<file path="src/logic/era_pkg.sv">
// constants for the receive alarm and synchronizer status block
package era_pkg;
    localparam logic [7:0] ADDR_ALARM_STATUS = 8'h06;
    localparam logic [7:0] ADDR_RX_INFO = 8'h08;
    localparam logic [7:0] ADDR_SYNC_STATUS = 8'h1E;
    localparam logic [7:0] REG_RESET = 8'h00;
    localparam int SR1_SA1 = 7;
    localparam int SR1_DMA = 6;
    localparam int SR1_SA0 = 5;
    localparam int SR1_SLIP = 4;
    localparam int SR1_UA1 = 3;
    localparam int SR1_RRA = 2;
    localparam int SR1_RCL = 1;
    localparam int SR1_LOS = 0;
    localparam int RIR_TX_STORE_FULL_FLAG = 7;
    localparam int RIR_TX_STORE_EMPTY_FLAG = 6;
    localparam int RIR_JITTER_FIFO_LIMIT_FLAG = 5;
    localparam int RIR_RX_STORE_FULL_FLAG = 4;
    localparam int RIR_RX_STORE_EMPTY_FLAG = 3;
    localparam int RIR_CRC_RESYNC_CRITERIA = 2;
    localparam int RIR_FRAME_ALIGN_RESYNC_CRITERIA = 1;
    localparam int RIR_SIGNALING_MF_RESYNC_CRITERIA = 0;
    localparam logic [1:0] TS16_ZERO_MIN = 2'h3;
    localparam logic [1:0] UA1_ZERO_MIN = 2'h3;
    localparam logic [8:0] UA1_WINDOW_LAST = 9'h1FF;
    localparam logic [7:0] RCL_ZERO_RUN = 8'hFF;
    localparam logic [7:0] RCL_WINDOW_LAST = 8'hFE;
    localparam logic [5:0] RCL_ONES_MIN = 6'h20;
    localparam logic [9:0] CRC_BLOCK_LAST = 10'h3E7;
    localparam logic [9:0] CRC_ERR_MIN = 10'h393;
    localparam logic [1:0] FAS_ERR_RUN = 2'h3;
    localparam logic [1:0] CAS_ERR_RUN = 2'h2;
    localparam logic [5:0] SEARCH_ZERO = 6'h00;
    localparam logic [5:0] SEARCH_ONE = 6'h01;
    localparam int JA_MARGIN = 4;
endpackage : era_pkg

</file>
<file path="src/logic/era_rx_alarm.sv">
// receive alarm detection, latched status and synchronizer status for an e1 receiver
// Overview of operation
// - latch tx store full on frame delete
// - latch tx store empty on frame repeat
// - latch jitter limit within four bits
// - latch rx store full and empty events
// - latch crc resync at 915 of 1000
// - latch fas resync after three bad words
// - latch cas resync after two bad words
// - six bit search counter, bit1 hidden
// - counter advances on each 8 ms timeout
// - counter clears on sync or mode off
// - counter wraps to zero after maximum
// - live fas, cas, crc search bits
// - sync status read-only, unlatched, no mask
// - signaling all ones over one multiframe
// - signaling all zeros over one multiframe
// - distant mf alarm, two multiframes each way
// - unframed all ones in 512-bit window
// - remote alarm, three occasions each way
// - carrier loss 255 zeros, 32 ones clear
// - loss of sync while framer unaligned
// - slip flag on rx frame repeat/delete
// - mask write captures and clears latched bits
// - masked alarms drive first interrupt output
`timescale 1ns/1ns
`default_nettype none

module era_latch_reg (
    input wire logic clk,
    input wire logic rstn,
    input wire logic [7:0] set_evt,
    input wire logic wr_sel,
    input wire logic [7:0] wdata,
    output logic [7:0] read_reg,
    output logic [7:0] latch_reg
);
    // a set in the clearing cycle survives
    always_ff @(posedge clk or negedge rstn) begin
        if (!rstn) begin
            latch_reg <= era_pkg::REG_RESET;
            read_reg <= era_pkg::REG_RESET;
        end else begin
            for (int b = 0; b < 8; b++) begin
                if (wr_sel && wdata[b]) begin
                    read_reg[b] <= latch_reg[b] | set_evt[b];
                    latch_reg[b] <= set_evt[b];
                end else begin
                    latch_reg[b] <= latch_reg[b] | set_evt[b];
                end
            end
        end
    end
endmodule : era_latch_reg

module era_rx_alarm #(
    parameter int JA_CAPACITY = 128,
    parameter int JA_OCC_W = 8
) (
    input wire logic clk,
    input wire logic rstn,
    input wire logic [7:0] addr,
    input wire logic wr_en,
    input wire logic rd_en,
    input wire logic [7:0] wdata,
    output logic [7:0] rdata,
    input wire logic bit_valid,
    input wire logic bit_data,
    input wire logic in_ts16,
    input wire logic mf_end,
    input wire logic frame0_ts16_bit6,
    input wire logic nfas_bit3,
    input wire logic framer_in_sync,
    input wire logic fas_search,
    input wire logic cas_search,
    input wire logic crc_search,
    input wire logic crc_sync_achieved,
    input wire logic crc_search_timeout,
    input wire logic crc_mode_enable,
    input wire logic fas_word_error,
    input wire logic cas_word_error,
    input wire logic crc_word_done,
    input wire logic crc_word_error,
    input wire logic tx_store_full_evt,
    input wire logic tx_store_empty_evt,
    input wire logic rx_store_full_evt,
    input wire logic rx_store_empty_evt,
    input wire logic [JA_OCC_W-1:0] ja_occupancy,
    input wire logic [7:0] alarm_interrupt_mask,
    output logic interrupt_out_first,
    output logic [5:0] search_count
);
    if (JA_CAPACITY <= era_pkg::JA_MARGIN || JA_CAPACITY >= (1 << JA_OCC_W)) begin : g_bad_ja
        $error("jitter fifo capacity does not fit the occupancy width");
    end

    localparam logic [JA_OCC_W-1:0] JA_TRIP = JA_OCC_W'(JA_CAPACITY - era_pkg::JA_MARGIN);
    logic signaling_all_ones, signaling_all_zeros, distant_multiframe_alarm, unframed_all_ones;
    logic remote_alarm_flag, carrier_loss_flag, ts16_one_reg, dma_hist_reg, ts16_zero, ts16_one, crc_block_end;
    logic [1:0] ts16_zero_reg, rra_hist_reg, ua1_zero_reg, fas_err_reg, cas_err_reg;
    logic [8:0] ua1_pos_reg;
    logic [7:0] zero_run_reg, rcl_pos_reg, sr1_set, rir_set, sr1_read, sr1_latch, rir_read, rir_latch, ssr_live;
    logic [5:0] rcl_ones_reg, search_next;
    logic [9:0] crc_words_reg, crc_errs_reg, crc_errs_now;

    // timeslot 16 content checks per multiframe
    assign ts16_zero = bit_valid && in_ts16 && !bit_data;
    assign ts16_one = bit_valid && in_ts16 && bit_data;
    always_ff @(posedge clk or negedge rstn) begin
        if (!rstn) begin
            ts16_zero_reg <= 2'h0;
            ts16_one_reg <= 1'b0;
            signaling_all_ones <= 1'b0;
            signaling_all_zeros <= 1'b0;
        end else if (mf_end) begin
            signaling_all_ones <= (ts16_zero_reg + 2'(ts16_zero && ts16_zero_reg != era_pkg::TS16_ZERO_MIN))
                < era_pkg::TS16_ZERO_MIN;
            signaling_all_zeros <= !(ts16_one_reg || ts16_one);
            ts16_zero_reg <= 2'h0;
            ts16_one_reg <= 1'b0;
        end else begin
            if (ts16_zero && ts16_zero_reg != era_pkg::TS16_ZERO_MIN) begin
                ts16_zero_reg <= ts16_zero_reg + 2'h1;
            end
            ts16_one_reg <= ts16_one_reg | ts16_one;
        end
    end

    // distant mf alarm and remote alarm histories
    always_ff @(posedge clk or negedge rstn) begin
        if (!rstn) begin
            dma_hist_reg <= 1'b0;
            distant_multiframe_alarm <= 1'b0;
        end else if (bit_valid && frame0_ts16_bit6) begin
            dma_hist_reg <= bit_data;
            if (dma_hist_reg && bit_data) begin
                distant_multiframe_alarm <= 1'b1;
            end else if (!dma_hist_reg && !bit_data) begin
                distant_multiframe_alarm <= 1'b0;
            end
        end
    end

    always_ff @(posedge clk or negedge rstn) begin
        if (!rstn) begin
            rra_hist_reg <= 2'h0;
            remote_alarm_flag <= 1'b0;
        end else if (bit_valid && nfas_bit3) begin
            rra_hist_reg <= {rra_hist_reg[0], bit_data};
            if (rra_hist_reg == 2'h3 && bit_data) begin
                remote_alarm_flag <= 1'b1;
            end else if (rra_hist_reg == 2'h0 && !bit_data) begin
                remote_alarm_flag <= 1'b0;
            end
        end
    end

    // unframed all ones over two-frame windows
    always_ff @(posedge clk or negedge rstn) begin
        if (!rstn) begin
            ua1_pos_reg <= 9'h000;
            ua1_zero_reg <= 2'h0;
            unframed_all_ones <= 1'b0;
        end else if (bit_valid) begin
            ua1_pos_reg <= ua1_pos_reg + 9'h001;
            if (ua1_pos_reg == era_pkg::UA1_WINDOW_LAST) begin
                unframed_all_ones <= (ua1_zero_reg + 2'(!bit_data && ua1_zero_reg != era_pkg::UA1_ZERO_MIN))
                    < era_pkg::UA1_ZERO_MIN;
                ua1_zero_reg <= 2'h0;
            end else if (!bit_data && ua1_zero_reg != era_pkg::UA1_ZERO_MIN) begin
                ua1_zero_reg <= ua1_zero_reg + 2'h1;
            end
        end
    end

    // carrier loss: zero run sets, ones per 255-bit window clear
    always_ff @(posedge clk or negedge rstn) begin
        if (!rstn) begin
            zero_run_reg <= 8'h00;
            rcl_pos_reg <= 8'h00;
            rcl_ones_reg <= 6'h00;
            carrier_loss_flag <= 1'b0;
        end else if (bit_valid) begin
            if (bit_data) begin
                zero_run_reg <= 8'h00;
            end else if (zero_run_reg != era_pkg::RCL_ZERO_RUN) begin
                zero_run_reg <= zero_run_reg + 8'h01;
            end
            if (rcl_pos_reg == era_pkg::RCL_WINDOW_LAST) begin
                rcl_pos_reg <= 8'h00;
                rcl_ones_reg <= 6'h00;
            end else begin
                rcl_pos_reg <= rcl_pos_reg + 8'h01;
                if (bit_data && rcl_ones_reg != era_pkg::RCL_ONES_MIN) begin
                    rcl_ones_reg <= rcl_ones_reg + 6'h01;
                end
            end
            if (!bit_data && zero_run_reg == era_pkg::RCL_ZERO_RUN - 8'h01) begin
                carrier_loss_flag <= 1'b1;
            end else if (rcl_pos_reg == era_pkg::RCL_WINDOW_LAST
                && (rcl_ones_reg + 6'(bit_data)) >= era_pkg::RCL_ONES_MIN) begin
                carrier_loss_flag <= 1'b0;
            end
        end
    end

    // resync criteria counters
    assign crc_block_end = crc_word_done && crc_words_reg == era_pkg::CRC_BLOCK_LAST;
    assign crc_errs_now = crc_errs_reg + 10'(crc_word_error);
    always_ff @(posedge clk or negedge rstn) begin
        if (!rstn) begin
            crc_words_reg <= 10'h000;
            crc_errs_reg <= 10'h000;
        end else if (crc_word_done) begin
            crc_words_reg <= crc_block_end ? 10'h000 : crc_words_reg + 10'h001;
            crc_errs_reg <= crc_block_end ? 10'h000 : crc_errs_now;
        end
    end

    always_ff @(posedge clk or negedge rstn) begin
        if (!rstn) begin
            fas_err_reg <= 2'h0;
            cas_err_reg <= 2'h0;
        end else begin
            if (fas_word_error) begin
                fas_err_reg <= (fas_err_reg == era_pkg::FAS_ERR_RUN - 2'h1) ? 2'h0 : fas_err_reg + 2'h1;
            end
            if (cas_word_error) begin
                cas_err_reg <= (cas_err_reg == era_pkg::CAS_ERR_RUN - 2'h1) ? 2'h0 : cas_err_reg + 2'h1;
            end
        end
    end

    // crc4 multiframe search counter
    always_comb begin
        search_next = search_count;
        if (crc_sync_achieved || !crc_mode_enable) begin
            search_next = era_pkg::SEARCH_ZERO;
        end else if (crc_search_timeout) begin
            search_next = search_count + era_pkg::SEARCH_ONE;
        end
    end

    always_ff @(posedge clk or negedge rstn) begin
        if (!rstn) begin
            search_count <= era_pkg::SEARCH_ZERO;
        end else begin
            search_count <= search_next;
        end
    end

    // event and level sources of both latched registers
    always_comb begin
        sr1_set = era_pkg::REG_RESET;
        sr1_set[era_pkg::SR1_SA1] = signaling_all_ones;
        sr1_set[era_pkg::SR1_DMA] = distant_multiframe_alarm;
        sr1_set[era_pkg::SR1_SA0] = signaling_all_zeros;
        sr1_set[era_pkg::SR1_SLIP] = rx_store_full_evt || rx_store_empty_evt;
        sr1_set[era_pkg::SR1_UA1] = unframed_all_ones;
        sr1_set[era_pkg::SR1_RRA] = remote_alarm_flag;
        sr1_set[era_pkg::SR1_RCL] = carrier_loss_flag;
        sr1_set[era_pkg::SR1_LOS] = !framer_in_sync;
        rir_set = era_pkg::REG_RESET;
        rir_set[era_pkg::RIR_TX_STORE_FULL_FLAG] = tx_store_full_evt;
        rir_set[era_pkg::RIR_TX_STORE_EMPTY_FLAG] = tx_store_empty_evt;
        rir_set[era_pkg::RIR_JITTER_FIFO_LIMIT_FLAG] = ja_occupancy >= JA_TRIP;
        rir_set[era_pkg::RIR_RX_STORE_FULL_FLAG] = rx_store_full_evt;
        rir_set[era_pkg::RIR_RX_STORE_EMPTY_FLAG] = rx_store_empty_evt;
        rir_set[era_pkg::RIR_CRC_RESYNC_CRITERIA] = crc_block_end && crc_errs_now >= era_pkg::CRC_ERR_MIN;
        rir_set[era_pkg::RIR_FRAME_ALIGN_RESYNC_CRITERIA] = fas_word_error && fas_err_reg == era_pkg::FAS_ERR_RUN - 2'h1;
        rir_set[era_pkg::RIR_SIGNALING_MF_RESYNC_CRITERIA] = cas_word_error && cas_err_reg == era_pkg::CAS_ERR_RUN - 2'h1;
    end

    era_latch_reg u_sr1 (
        .clk(clk), .rstn(rstn), .set_evt(sr1_set), .wr_sel(wr_en && addr == era_pkg::ADDR_ALARM_STATUS),
        .wdata(wdata), .read_reg(sr1_read), .latch_reg(sr1_latch)
    );

    era_latch_reg u_rir (
        .clk(clk), .rstn(rstn), .set_evt(rir_set), .wr_sel(wr_en && addr == era_pkg::ADDR_RX_INFO),
        .wdata(wdata), .read_reg(rir_read), .latch_reg(rir_latch)
    );

    assign ssr_live = {search_count[5:2], search_count[0], fas_search, cas_search, crc_search};
    assign interrupt_out_first = |(sr1_latch & alarm_interrupt_mask);

    // register read port
    always_ff @(posedge clk or negedge rstn) begin
        if (!rstn) begin
            rdata <= era_pkg::REG_RESET;
        end else if (rd_en) begin
            case (addr)
                era_pkg::ADDR_ALARM_STATUS: rdata <= sr1_read;
                era_pkg::ADDR_RX_INFO: rdata <= rir_read;
                era_pkg::ADDR_SYNC_STATUS: rdata <= ssr_live;
                default: rdata <= era_pkg::REG_RESET;
            endcase
        end
    end
endmodule : era_rx_alarm
`default_nettype wire

</file>
<file path="config.mk">
export PLATFORM = sky130hd
export DESIGN_NAME = era_rx_alarm
export DESIGN_NICKNAME = d
export VERILOG_FILES = /design/src/logic/era_pkg.sv /design/src/logic/era_rx_alarm.sv
export SDC_FILE = /design/constraint.sdc
export NUM_CORES = 1
export LEC_CHECK = 0
export BUFFER_PORTS_ARGS = -buffer_cell sky130_fd_sc_hd__buf_4
export CORE_UTILIZATION = 35
export DETAILED_ROUTE_END_ITERATION = 8
export MAX_ROUTING_LAYER = met4
export PLACE_DENSITY = 0.55
export SKIP_CTS_REPAIR_TIMING = 1
export SLEW_MARGIN = 40
export SYNTH_ARGS = -nofsm -noshare
export SYNTH_HDL_FRONTEND = slang
export SYNTH_SLANG_ARGS = --single-unit
</file>
<file path="constraint.sdc">
create_clock -name clk -period 4.2 [get_ports clk]
set_input_delay 0.63 -clock clk [delete_from_list [all_inputs] [get_ports clk]]
set_output_delay 0.63 -clock clk [all_outputs]
set_load 0.005 [all_outputs]
</file>
### Word-level counts from Yosys, hierarchy flattened

Index checks and enable logic that the tools add are counted.

* $lt $le $gt $ge: 5
* multipliers: 0
* divide/modulo/power cells: 0
* multiplexer cells: 39
* shifts and indexed selects: 0
* reductions and logical operators: 61
* equality and inequality tests: 14
* add/sub/neg operators: 14
* bitwise logic cells: 18

Operators by type and width (count)
* logical AND 1 bit: 36
* two-way mux 6 bit: 4
* two-way mux 8 bit: 3
* one-hot mux 8 bit (3 select lines): 1
* two-way mux 1 bit: 23
* two-way mux 10 bit: 2
* OR 1 bit: 17
* adder 8 x 1 -> 8 bit (second input constant): 2
* equality test 8 bit (second input constant): 2
* nonzero test 2 bit: 8
* AND reduction 2 bit: 7
* adder 6 x 1 -> 6 bit (second input constant): 2
* two-way mux 2 bit: 6
* adder 10 x 1 -> 10 bit: 1
* adder 10 x 1 -> 10 bit (second input constant): 1
* equality test 10 bit (second input constant): 1
* >= comparator 10 bit (second input constant): 1
* adder 9 x 1 -> 9 bit (second input constant): 1
* equality test 9 bit (second input constant): 1
* adder 2 x 1 -> 2 bit (second input constant): 4
* bitwise AND 8 bit: 1
* equality test 8 x 3 -> 1 bit (second input constant): 1
* equality test 8 x 4 -> 1 bit (second input constant): 1
* equality test 8 x 5 -> 1 bit (second input constant): 1
* 14 further kinds: 24

* bits of input ports: 57
* bits in writable memories: 0
* bits in latches: 0
* ROM bits: 0
* output and inout bits: 15
* memories: 0
* flip-flop bits (word level): 115
* logic and storage cells: 190

### Logic depth before layout (Yosys ltp)

Gate-level depths: netlist of run 1.

* depth after elaboration: 5
* mapped depth: 8
* mapped depth without buffers: 7

### Cells and area by module

From an unflattened synthesis of run 1, not the netlist that was laid out.

* cell total of the unflattened synthesis: 575
* area total of the unflattened synthesis: 5894.4 um^2

Modules (own cells, without submodules)
* era_rx_alarm: seq. area each 2077.0 um^2, area each 4568.1 um^2, cells each 459, times used 1
* era_latch_reg: seq. area each 400.4 um^2, area each 663.1 um^2, cells each 58, times used 2

### Least setup slack after synthesis of run 1

OpenSTA, ideal clock, no wires.

* kind: input port to flip-flop
* from: in crc_word_error
* to: reg u_rir.read_reg[2]
* path buffers: 1
* arrival time: 1.940 ns
* required time: 4.127 ns
* stages on the path: 8
* setup slack: 2.187 ns
* library setup time: 0.073 ns
* path through: ha_1 ha_1 clkbuf_1 nand4b_1 nor4_1 nor4_1 a211o_1 a21oi_2

* longest elaborated chain between the ends: 4

RTL lines
* from (decl): RTL line era_rx_alarm.sv:83 `input wire logic crc_word_error,`
* adder 10 x 1 -> 10 bit: RTL line era_rx_alarm.sv:209 `assign crc_errs_now = crc_errs_reg + 10'(crc_word_error);`
* >= comparator 10 bit: RTL line era_rx_alarm.sv:269 `rir_set[era_pkg::RIR_CRC_RESYNC_CRITERIA] = crc_block_end && crc_errs_now >= era_pkg::CRC_ERR_MIN;`
* logical AND 1 bit: RTL line era_rx_alarm.sv:269
* OR 1 bit: RTL line era_rx_alarm.sv:46 `read_reg[b] <= latch_reg[b] | set_evt[b];`
* to (signal assigned): RTL line era_rx_alarm.sv:42 `read_reg <= era_pkg::REG_RESET;`
* to (signal, indexed assignment): RTL line era_rx_alarm.sv:46
* to (decl): RTL line era_rx_alarm.sv:35 `output logic [7:0] read_reg,`

Every way passes these cells.
A chain may end at the register's enable or synchronous reset.

### Final worst setup path of run 1

* from: reg crc_words_reg[0]
* to: reg u_rir.read_reg[2]

* longest elaborated chain between the ends: 4

RTL lines
* from (decl): RTL line era_rx_alarm.sv:104 `logic [9:0] crc_words_reg, crc_errs_reg, crc_errs_now;`
* from (signal assigned): RTL line era_rx_alarm.sv:215 `crc_words_reg <= crc_block_end ? 10'h000 : crc_words_reg + 10'h001;`
* equality test 10 bit: RTL line era_rx_alarm.sv:208 `assign crc_block_end = crc_word_done && crc_words_reg == era_pkg::CRC_BLOCK_LAST;`
* logical AND 1 bit: RTL line era_rx_alarm.sv:208
* logical AND 1 bit: RTL line era_rx_alarm.sv:269
* OR 1 bit: RTL line era_rx_alarm.sv:46

Every way passes these cells.

==> impl_results.rst, run 1 <==
.. list-table::
   :header-rows: 1

   * - Metric
     - Value
   * - Run status
     - complete, no violations
   * - Total of buffers placed on input and output ports
     - between 60 and 70
   * - CTS buffer count
     - 17
   * - Final-report max-slew violation count
     - 0
   * - Unrepaired setup endpoints after global routing
     - no
   * - Final routed wire length divided by cell count
     - between 10 and 15 µm
   * - Final count of negative-setup-slack endpoints
     - 0
   * - Die width
     - 131 µm
   * - Overflow left after global routing
     - 0
   * - Number of buffers and inverters on the critical path
     - 1
   * - Final Cycle Share
     - 0.524
   * - Per-instance average area after synthesis
     - ~10 µm²
   * - CP Capture Type
     - register
   * - Gr usage total
     - 0.160
   * - Number of sinks on the clock net
     - between 100 and 150
   * - Slack of the worst reg-to-reg path
     - roughly 2 ns
   * - Total of fill cells in the finished design
     - approximately 1.5k
   * - Largest net degree at the start of global routing
     - 76
   * - Met2 layer usage reported by global route
     - 0.253
   * - I/O Pins
     - 72
   * - Number of hold violations in the final report
     - 0
   * - Final routed DRC violation total
     - 0
   * - Maximum resistive drop on vdd
     - ~0.31 mV
   * - Met1 usage in global routing
     - 0.196
   * - Proportion of synthesized flip-flops having asynchronous set or reset
     - 1.00
   * - Tightest Pin Transition
     - around 0.7 ns
   * - Cell count along the critical path
     - 7
   * - Skew-Pair Late Insertion Delay
     - between 0.4 and 0.5 ns
   * - Crit Reg-Reg Endpoint
     - u_rir.read_reg[2]
   * - Routed WL
     - 12,600 µm
   * - Post-synthesis instance area
     - around 5800 µm²
   * - Area of the core region
     - 16,100 µm²
   * - Portion of total power attributed to combinational logic
     - 0.134
   * - Routability-driven placement congestion ratio
     - 0.809
   * - Main flop type after synthesis
     - sky130_fd_sc_hd__dfrtp_1
   * - Worst-case clock buffer depth
     - 2
   * - Number of iterations in the first detailed-routing pass
     - 6
   * - Number of synthesized flops with an enable pin
     - 0
   * - Initial standard-cell utilization of the core
     - 0.362
   * - Max-cap violations
     - 0
   * - Pwr Density
     - roughly 500 nW/µm²
   * - Finished Cell Area
     - around 7200 µm²
   * - Cells after synthesis
     - 576
   * - Switching power as a share of total power
     - 0.262
   * - Cells along the critical path
     - ha_1 -> nand3_2 -> nor4_4 -> buf_4 -> o21ai_2 -> a211o_1 -> a21oi_2
   * - Seq/Total Area, Yosys
     - 0.495
   * - Post-route ant nets
     - 0
   * - Path depth of the worst reg2reg path
     - 7
   * - Critical Path Start Type
     - register
   * - Flip-flop and latch area
     - about 2900 µm²
   * - DR iter-0 viols
     - around 250
   * - Leakage power
     - between 0.003 and 0.004 µW
   * - Internal cell power
     - between 2000 and 3000 µW
   * - Number of levels the H-tree was split into
     - 4
   * - Max FO, Critical Path
     - 12
   * - Number of diodes
     - 0
   * - Die height
     - ~130 µm
   * - GR peak layer
     - met2
   * - Clock tree skew after final layout
     - between 0.004 and 0.005 ns
   * - Worst-case headroom to the max-slew limit
     - 0.529
   * - Count of nets after finishing
     - 726
   * - Total negative slack for setup checks
     - 0 ns
   * - Dpl hpwl
     - between 8000 and 9000 µm
   * - M3 GR Usage
     - 0.0444
   * - Cell chosen for the clock root
     - sky130_fd_sc_hd__clkbuf_16
   * - Highest clock rate
     - ~0.45 GHz
   * - Flop and latch count out of synthesis
     - between 100 and 150
   * - Area used by multi-input combinational logic
     - roughly 2700 µm²
   * - Number of warnings issued by yosys
     - 0
   * - Gate family responsible for the most delay along the worst path
     - simple AND/OR/NAND/NOR gates
   * - Core Rows
     - 46
   * - Fraction of final layout cells with drive strength greater than 1
     - 0.195
   * - Sequential share of power
     - 0.413
   * - Area after DPL
     - 6520 µm²
   * - Kind of path behind the tightest hold check
     - in -> async
   * - Clock network fraction of design power
     - 0.452
   * - Util after Layout
     - 0.448
   * - TritonCTS clock tree
     - built
   * - Required @ worst endpoint
     - approximately 4.5 ns
   * - Crit path DAT
     - ~2.5 ns
   * - Synth Net Count
     - between 600 and 700
   * - Total Die Area
     - around 17,000 µm²
   * - Synth cell types
     - 64
   * - Vias in the first global route
     - 4,253
   * - Routed vias/inst
     - around 5
   * - Layout-stage area growth over the synthesis result
     - 23.6%
   * - Largest incremental delay on the critical path
     - roughly 0.62 ns
   * - Max stage delay cell, worst path
     - sky130_fd_sc_hd__nor4_4
   * - Vias post-DR
     - 4,500
   * - Final min period
     - ~2.2 ns
   * - Initial antenna violation count
     - 0
   * - Clock input transition at the sequential cells of the worst setup and hold paths
     - approximately 0.050 ns
   * - Startpoint of the worst register-to-register path
     - crc_words_reg[0]
   * - Kind of critical path
     - reg -> reg
   * - Switching component of the power
     - 943 µW
   * - First-pass GRT wire length
     - between 20,000 and 25,000 µm
-- metal layers --
metal  wire length [µm]  vias to the layer above  part of all wire
met2               5930                       86              0.47
li1                   -                     2232                 -
met3                569                       10             0.045
met4                122                        0            0.0097
met1               5970                     2172              0.47
met5                  0                        -                 0
-- cells in the final DEF, fill, tap and decap left out, drive strengths merged, types with 16 or more instances in the layout --
| master | count |
|---|---|
| clkbuf | 22 |
| nand2 | 69 |
| o21ai | 32 |
| ha | 19 |
| nor2 | 57 |
| nand4 | 16 |
| dfrtp | 115 |
| inv | 21 |
| buf | 73 |
| a21oi | 25 |
| nor3 | 16 |
-- cell type report --
class | instances | share of cell area
clock inverter | 10 | 0.0282
timing repair buffer | 73 | 0.0767
inverter | 21 | 0.0110
clock buffer | 22 | 0.0646
sequential | 115 | 0.400
multi-input combinational | 422 | 0.382
tap | 216 | 0.0376
-- Yosys cell counts (10+ instances only) --
| master | count | area (µm²) |
|---|---|---|
| sky130_fd_sc_hd__a21oi_1 | 24 | 120 |
| sky130_fd_sc_hd__a22oi_1 | 10 | 75.1 |
| sky130_fd_sc_hd__o21ai_0 | 24 | 120 |
| sky130_fd_sc_hd__ha_1 | 19 | 238 |
| sky130_fd_sc_hd__xnor2_1 | 15 | 131 |
| sky130_fd_sc_hd__nand2_1 | 64 | 240 |
| sky130_fd_sc_hd__dfrtp_1 | 115 | 2880 |
| sky130_fd_sc_hd__nor2_1 | 57 | 214 |
| sky130_fd_sc_hd__inv_1 | 21 | 78.8 |
| sky130_fd_sc_hd__o22ai_1 | 12 | 75.1 |
| sky130_fd_sc_hd__xor2_1 | 15 | 131 |
| sky130_fd_sc_hd__a21o_1 | 15 | 113 |
| sky130_fd_sc_hd__nor3_1 | 14 | 70.1 |
| sky130_fd_sc_hd__nand4_1 | 15 | 93.8 |
-- power by group through the flow --
stage | Sequential, µW | Clock [µW] | Combinational, µW
2_1_floorplan | 1440 | 0 | 369
3_3_place_gp | 1490 | 0 | 463
3_5_place_dp | 1500 | 0 | 489
4_1_cts | 1490 | 1680 | 492
5_1_grt | 1520 | 1730 | 554
6_report | 1490 | 1630 | 485
-- stage by stage --
stage	power [µW]	setup WS, ns	std cells	hold WS (ns)
after CTS	3660	1.99	879	0.256
after global placement	1960	1.66	846	0.450
final	3610	2.00	879	0.202
after floorplan	1810	2.19	576	0.334
after detailed placement	1990	1.64	847	0.461
after global routing	3800	1.86	879	0.276
-- worst reg2reg max path: stages, from the launching register on --
cell	delay (ns)
sky130_fd_sc_hd__dfrtp_1	0.38
sky130_fd_sc_hd__ha_1	0.23
sky130_fd_sc_hd__nand3_2	0.16
sky130_fd_sc_hd__nor4_4	0.62
sky130_fd_sc_hd__buf_4	0.28
sky130_fd_sc_hd__o21ai_2	0.07
sky130_fd_sc_hd__a211o_1	0.27
sky130_fd_sc_hd__a21oi_2	0.12
-- cells by family (layout without fill, tap and decap cells) --
family / count (synthesis) / after routing / share of synthesized area
buffers and inverters: 39 / 126 / 0.0335
xor gates and xnor gates: 30 / 30 / 0.0452
adders and majority gates: 19 / 19 / 0.0409
AOI/OAI and AO/OA: 142 / 142 / 0.165
muxes: 16 / 16 / 0.0295
DFF: 115 / 115 / 0.495
and+or+nand+nor: 215 / 215 / 0.191
-- worst max-delay path by stage --
stage,startpoint,endpoint
2_1_floorplan,crc_word_error,u_rir.read_reg[2]
3_3_place_gp,addr[7],u_sr1.latch_reg[4]
3_5_place_dp,addr[7],u_sr1.latch_reg[4]
4_1_cts,crc_words_reg[0],u_rir.read_reg[2]
5_1_grt,crc_words_reg[0],u_rir.read_reg[2]
6_report,crc_words_reg[0],u_rir.read_reg[2]
Power figures use the tool's default switching activity.
==> run 2: changes to the inputs <==
- clock period: 4.2 -> 2.3 ns (I/O delays scaled with it)
==> impl_results.rst, run 2 (same netlist as run 1, synthesis figures left out) <==
.. list-table::
   :header-rows: 1

   * - Metric
     - Value
   * - Count of nets after finishing
     - 737 (+1.5%)
   * - Critical Path Start Type
     - register
   * - Number of iterations in the first detailed-routing pass
     - 4 (-2)
   * - Portion of total power attributed to combinational logic
     - 0.144 (+0.010)
   * - Cell repeated most along the worst path
     - sky130_fd_sc_hd__ha_1
   * - Switching power as a share of total power
     - 0.292 (+0.0301)
   * - Sequential share of power
     - 0.439 (+0.026)
   * - Die height
     - 131 µm (unchanged)
   * - Largest net degree at the start of global routing
     - 58 (-24%)
   * - Run status
     - complete, no violations
   * - Die width
     - 131 µm (unchanged)
   * - Tightest Pin Transition
     - 0.727 ns (+0.0200 ns)
   * - Final Cycle Share
     - 0.823 (+0.299)
   * - Maximum resistive drop on vdd
     - 0.571 mV (+85%)
   * - Gate family responsible for the most delay along the worst path
     - compound AO/OA/AOI/OAI gates
   * - Number of buffers and inverters on the critical path
     - 0 (-1)
   * - Routability-driven placement congestion ratio
     - 0.843 (+4.2%)
   * - Fraction of final layout cells with drive strength greater than 1
     - 0.211 (+0.0161)
   * - Core Rows
     - 46 (unchanged)
   * - Final routed wire length divided by cell count
     - 14.2 µm (-1.1%)
   * - Post-placement worst setup slack
     - 0.348 ns (-1.29 ns)
   * - Initial standard-cell utilization of the core
     - 0.362 (unchanged)
   * - CP Capture Type
     - register
   * - Layout-stage area growth over the synthesis result
     - 23.8%
   * - Final count of negative-setup-slack endpoints
     - 0 (unchanged)
   * - Max stage delay cell, worst path
     - sky130_fd_sc_hd__dfrtp_1
   * - Unrepaired setup endpoints after global routing
     - no
   * - Clock network fraction of design power
     - 0.417 (-0.035)
   * - Overflow left after global routing
     - 0 (unchanged)
   * - Initial antenna violation count
     - 0 (unchanged)
   * - Routed vias/inst
     - 5.21 (+1.7%)
   * - Number of levels the H-tree was split into
     - 4 (unchanged)
   * - Max-cap violations
     - 0 (unchanged)
   * - Leakage power
     - 0.00318 µW (+0.54%)
   * - Worst-case headroom to the max-slew limit
     - 0.512 (-0.0171)
   * - Routed WL
     - 12,600 µm (+0.11%)
   * - Post-route ant nets
     - 0 (unchanged)
   * - Kind of path behind the tightest hold check
     - in -> reg
   * - Gr usage total
     - 0.164 (+0.00358)
   * - Clock tree skew after final layout
     - 0.00696 ns (+0.00253 ns)
   * - Pwr Density
     - 859 nW/µm² (+71%)
   * - TritonCTS clock tree
     - built
   * - Number of hold violations in the final report
     - 0 (unchanged)
   * - Switching component of the power
     - 1800 µW (+91%)
   * - Total of buffers placed on input and output ports
     - 69 (unchanged)
   * - Final-report max-slew violation count
     - 0 (unchanged)
   * - Dpl hpwl
     - 9080 µm (+1.9%)
   * - Skew-Pair Late Insertion Delay
     - 0.41 ns (about the same)
   * - Cell chosen for the clock root
     - sky130_fd_sc_hd__clkbuf_16
   * - Number of sinks on the clock net
     - 115 (unchanged)
   * - DR iter-0 viols
     - 213 (-16%)
   * - Vias post-DR
     - 4,633 (+3.0%)
   * - First-pass GRT wire length
     - 21,000 µm (+3.2%)
   * - Highest clock rate
     - 0.528 GHz (+16%)
   * - Area of the core region
     - 16,100 µm² (unchanged)
   * - I/O Pins
     - 72 (unchanged)
   * - Total Die Area
     - 17,100 µm² (unchanged)
   * - Commonest cells after routing, fill and taps aside
     - sky130_fd_sc_hd__dfrtp_1, sky130_fd_sc_hd__buf_4, sky130_fd_sc_hd__nand2_1, sky130_fd_sc_hd__nor2_1
   * - Internal cell power
     - 4380 µW (+64%)
   * - Largest incremental delay on the critical path
     - 0.40 ns (-0.22 ns)
   * - Vias in the first global route
     - 4,535 (+6.6%)
   * - Most common cell after layout, fill and taps aside
     - sky130_fd_sc_hd__dfrtp_1
   * - Final routed DRC violation total
     - 0 (unchanged)
   * - Final min period
     - 1.89 ns (-0.308 ns)
   * - Max FO, Critical Path
     - 4 (-8)
   * - CTS buffer count
     - 17 (unchanged)
   * - Worst-case clock buffer depth
     - 2 (unchanged)
   * - Total of fill cells in the finished design
     - 1,487 (-0.87%)
   * - Clock input transition at the sequential cells of the worst setup and hold paths
     - 0.06 ns (about the same)
   * - Kind of critical path
     - reg -> reg
   * - Number of diodes
     - 0 (unchanged)
   * - Total negative slack for setup checks
     - 0 ns (unchanged)
   * - Required @ worst endpoint
     - 2.65 ns (-1.89 ns)
   * - Crit path DAT
     - 2.24 ns (-0.30 ns)
   * - Cells along the critical path
     - ha_1 -> ha_1 -> a22oi_1 -> o2111ai_1 -> o211ai_1 -> a211o_1 -> a21oi_2
   * - Fin worst setup slack
     - 0.407 ns (-1.59 ns)
[run 2: power groups by stage]
stage	combinational, µW	clock, µW	sequential [µW]
3_3_place_gp	852	0	2730
6_report	888	2580	2720
4_1_cts	903	2650	2710
2_1_floorplan	674	0	2620
5_1_grt	1020	2730	2770
3_5_place_dp	899	0	2750
[run 2: worst reg2reg max path, cell delays in order, from the launching register on]
cell and delay, ns:
sky130_fd_sc_hd__dfrtp_1 0.40, sky130_fd_sc_hd__ha_1 0.19, sky130_fd_sc_hd__ha_1 0.33, sky130_fd_sc_hd__a22oi_1 0.09, sky130_fd_sc_hd__o2111ai_1 0.23, sky130_fd_sc_hd__o211ai_1 0.14
sky130_fd_sc_hd__a211o_1 0.32, sky130_fd_sc_hd__a21oi_2 0.12
[run 2: final timing paths]
| path | start | end | slack, ns | cells past startpoint |
|---|---|---|---|---|
| max | crc_errs_reg[0] | u_rir.read_reg[2] | 0.41 | 7 |
| min | framer_in_sync | u_sr1.latch_reg[0] | 0.11 | 2 |
| max reg2reg | crc_errs_reg[0] | u_rir.read_reg[2] | 0.41 | 7 |
| min reg2reg | ua1_pos_reg[5] | ua1_pos_reg[5] | 0.46 | 1 |
| max in group asynchronous | rstn | search_count[0] | 1.17 | 3 |
| min in group asynchronous | rstn | u_rir.latch_reg[1] | 0.42 | 2 |
[run 2: routing by layer]
metal	up-vias	track usage	routed length, µm
li1	2273	-	-
met1	2224	0.193	5750
met2	120	0.270	5970
met3	16	0.0399	706
met4	0	0.0588	184
met5	-	-	0
[run 2: cell type report]
cell class	instances	area, µm²	area share
inverter	21	78.8	0.0109
tap	216	270	0.0375
multi-input combinational	422	2750	0.381
clock inverter	15	159	0.0221
timing repair buffer	84	646	0.0896
sequential	115	2880	0.400
clock buffer	17	425	0.0591
[run 2: metrics by stage]
| stage | cells | power [µW] | utilization | hold slack, ns | cell area (µm²) |
|---|---|---|---|---|---|
| after floorplan | 576 | 3300 | - | 0.0494 | 5820 |
| after global placement | 857 | 3580 | 0.411 | 0.320 | 6610 |
| after detailed placement | 857 | 3650 | 0.411 | 0.329 | 6610 |
| after CTS | 889 | 6260 | 0.448 | -0.124 | 7190 |
| after global routing | 890 | 6520 | 0.448 | 0.0929 | 7200 |
| final | 890 | 6180 | 0.448 | 0.107 | 7200 |
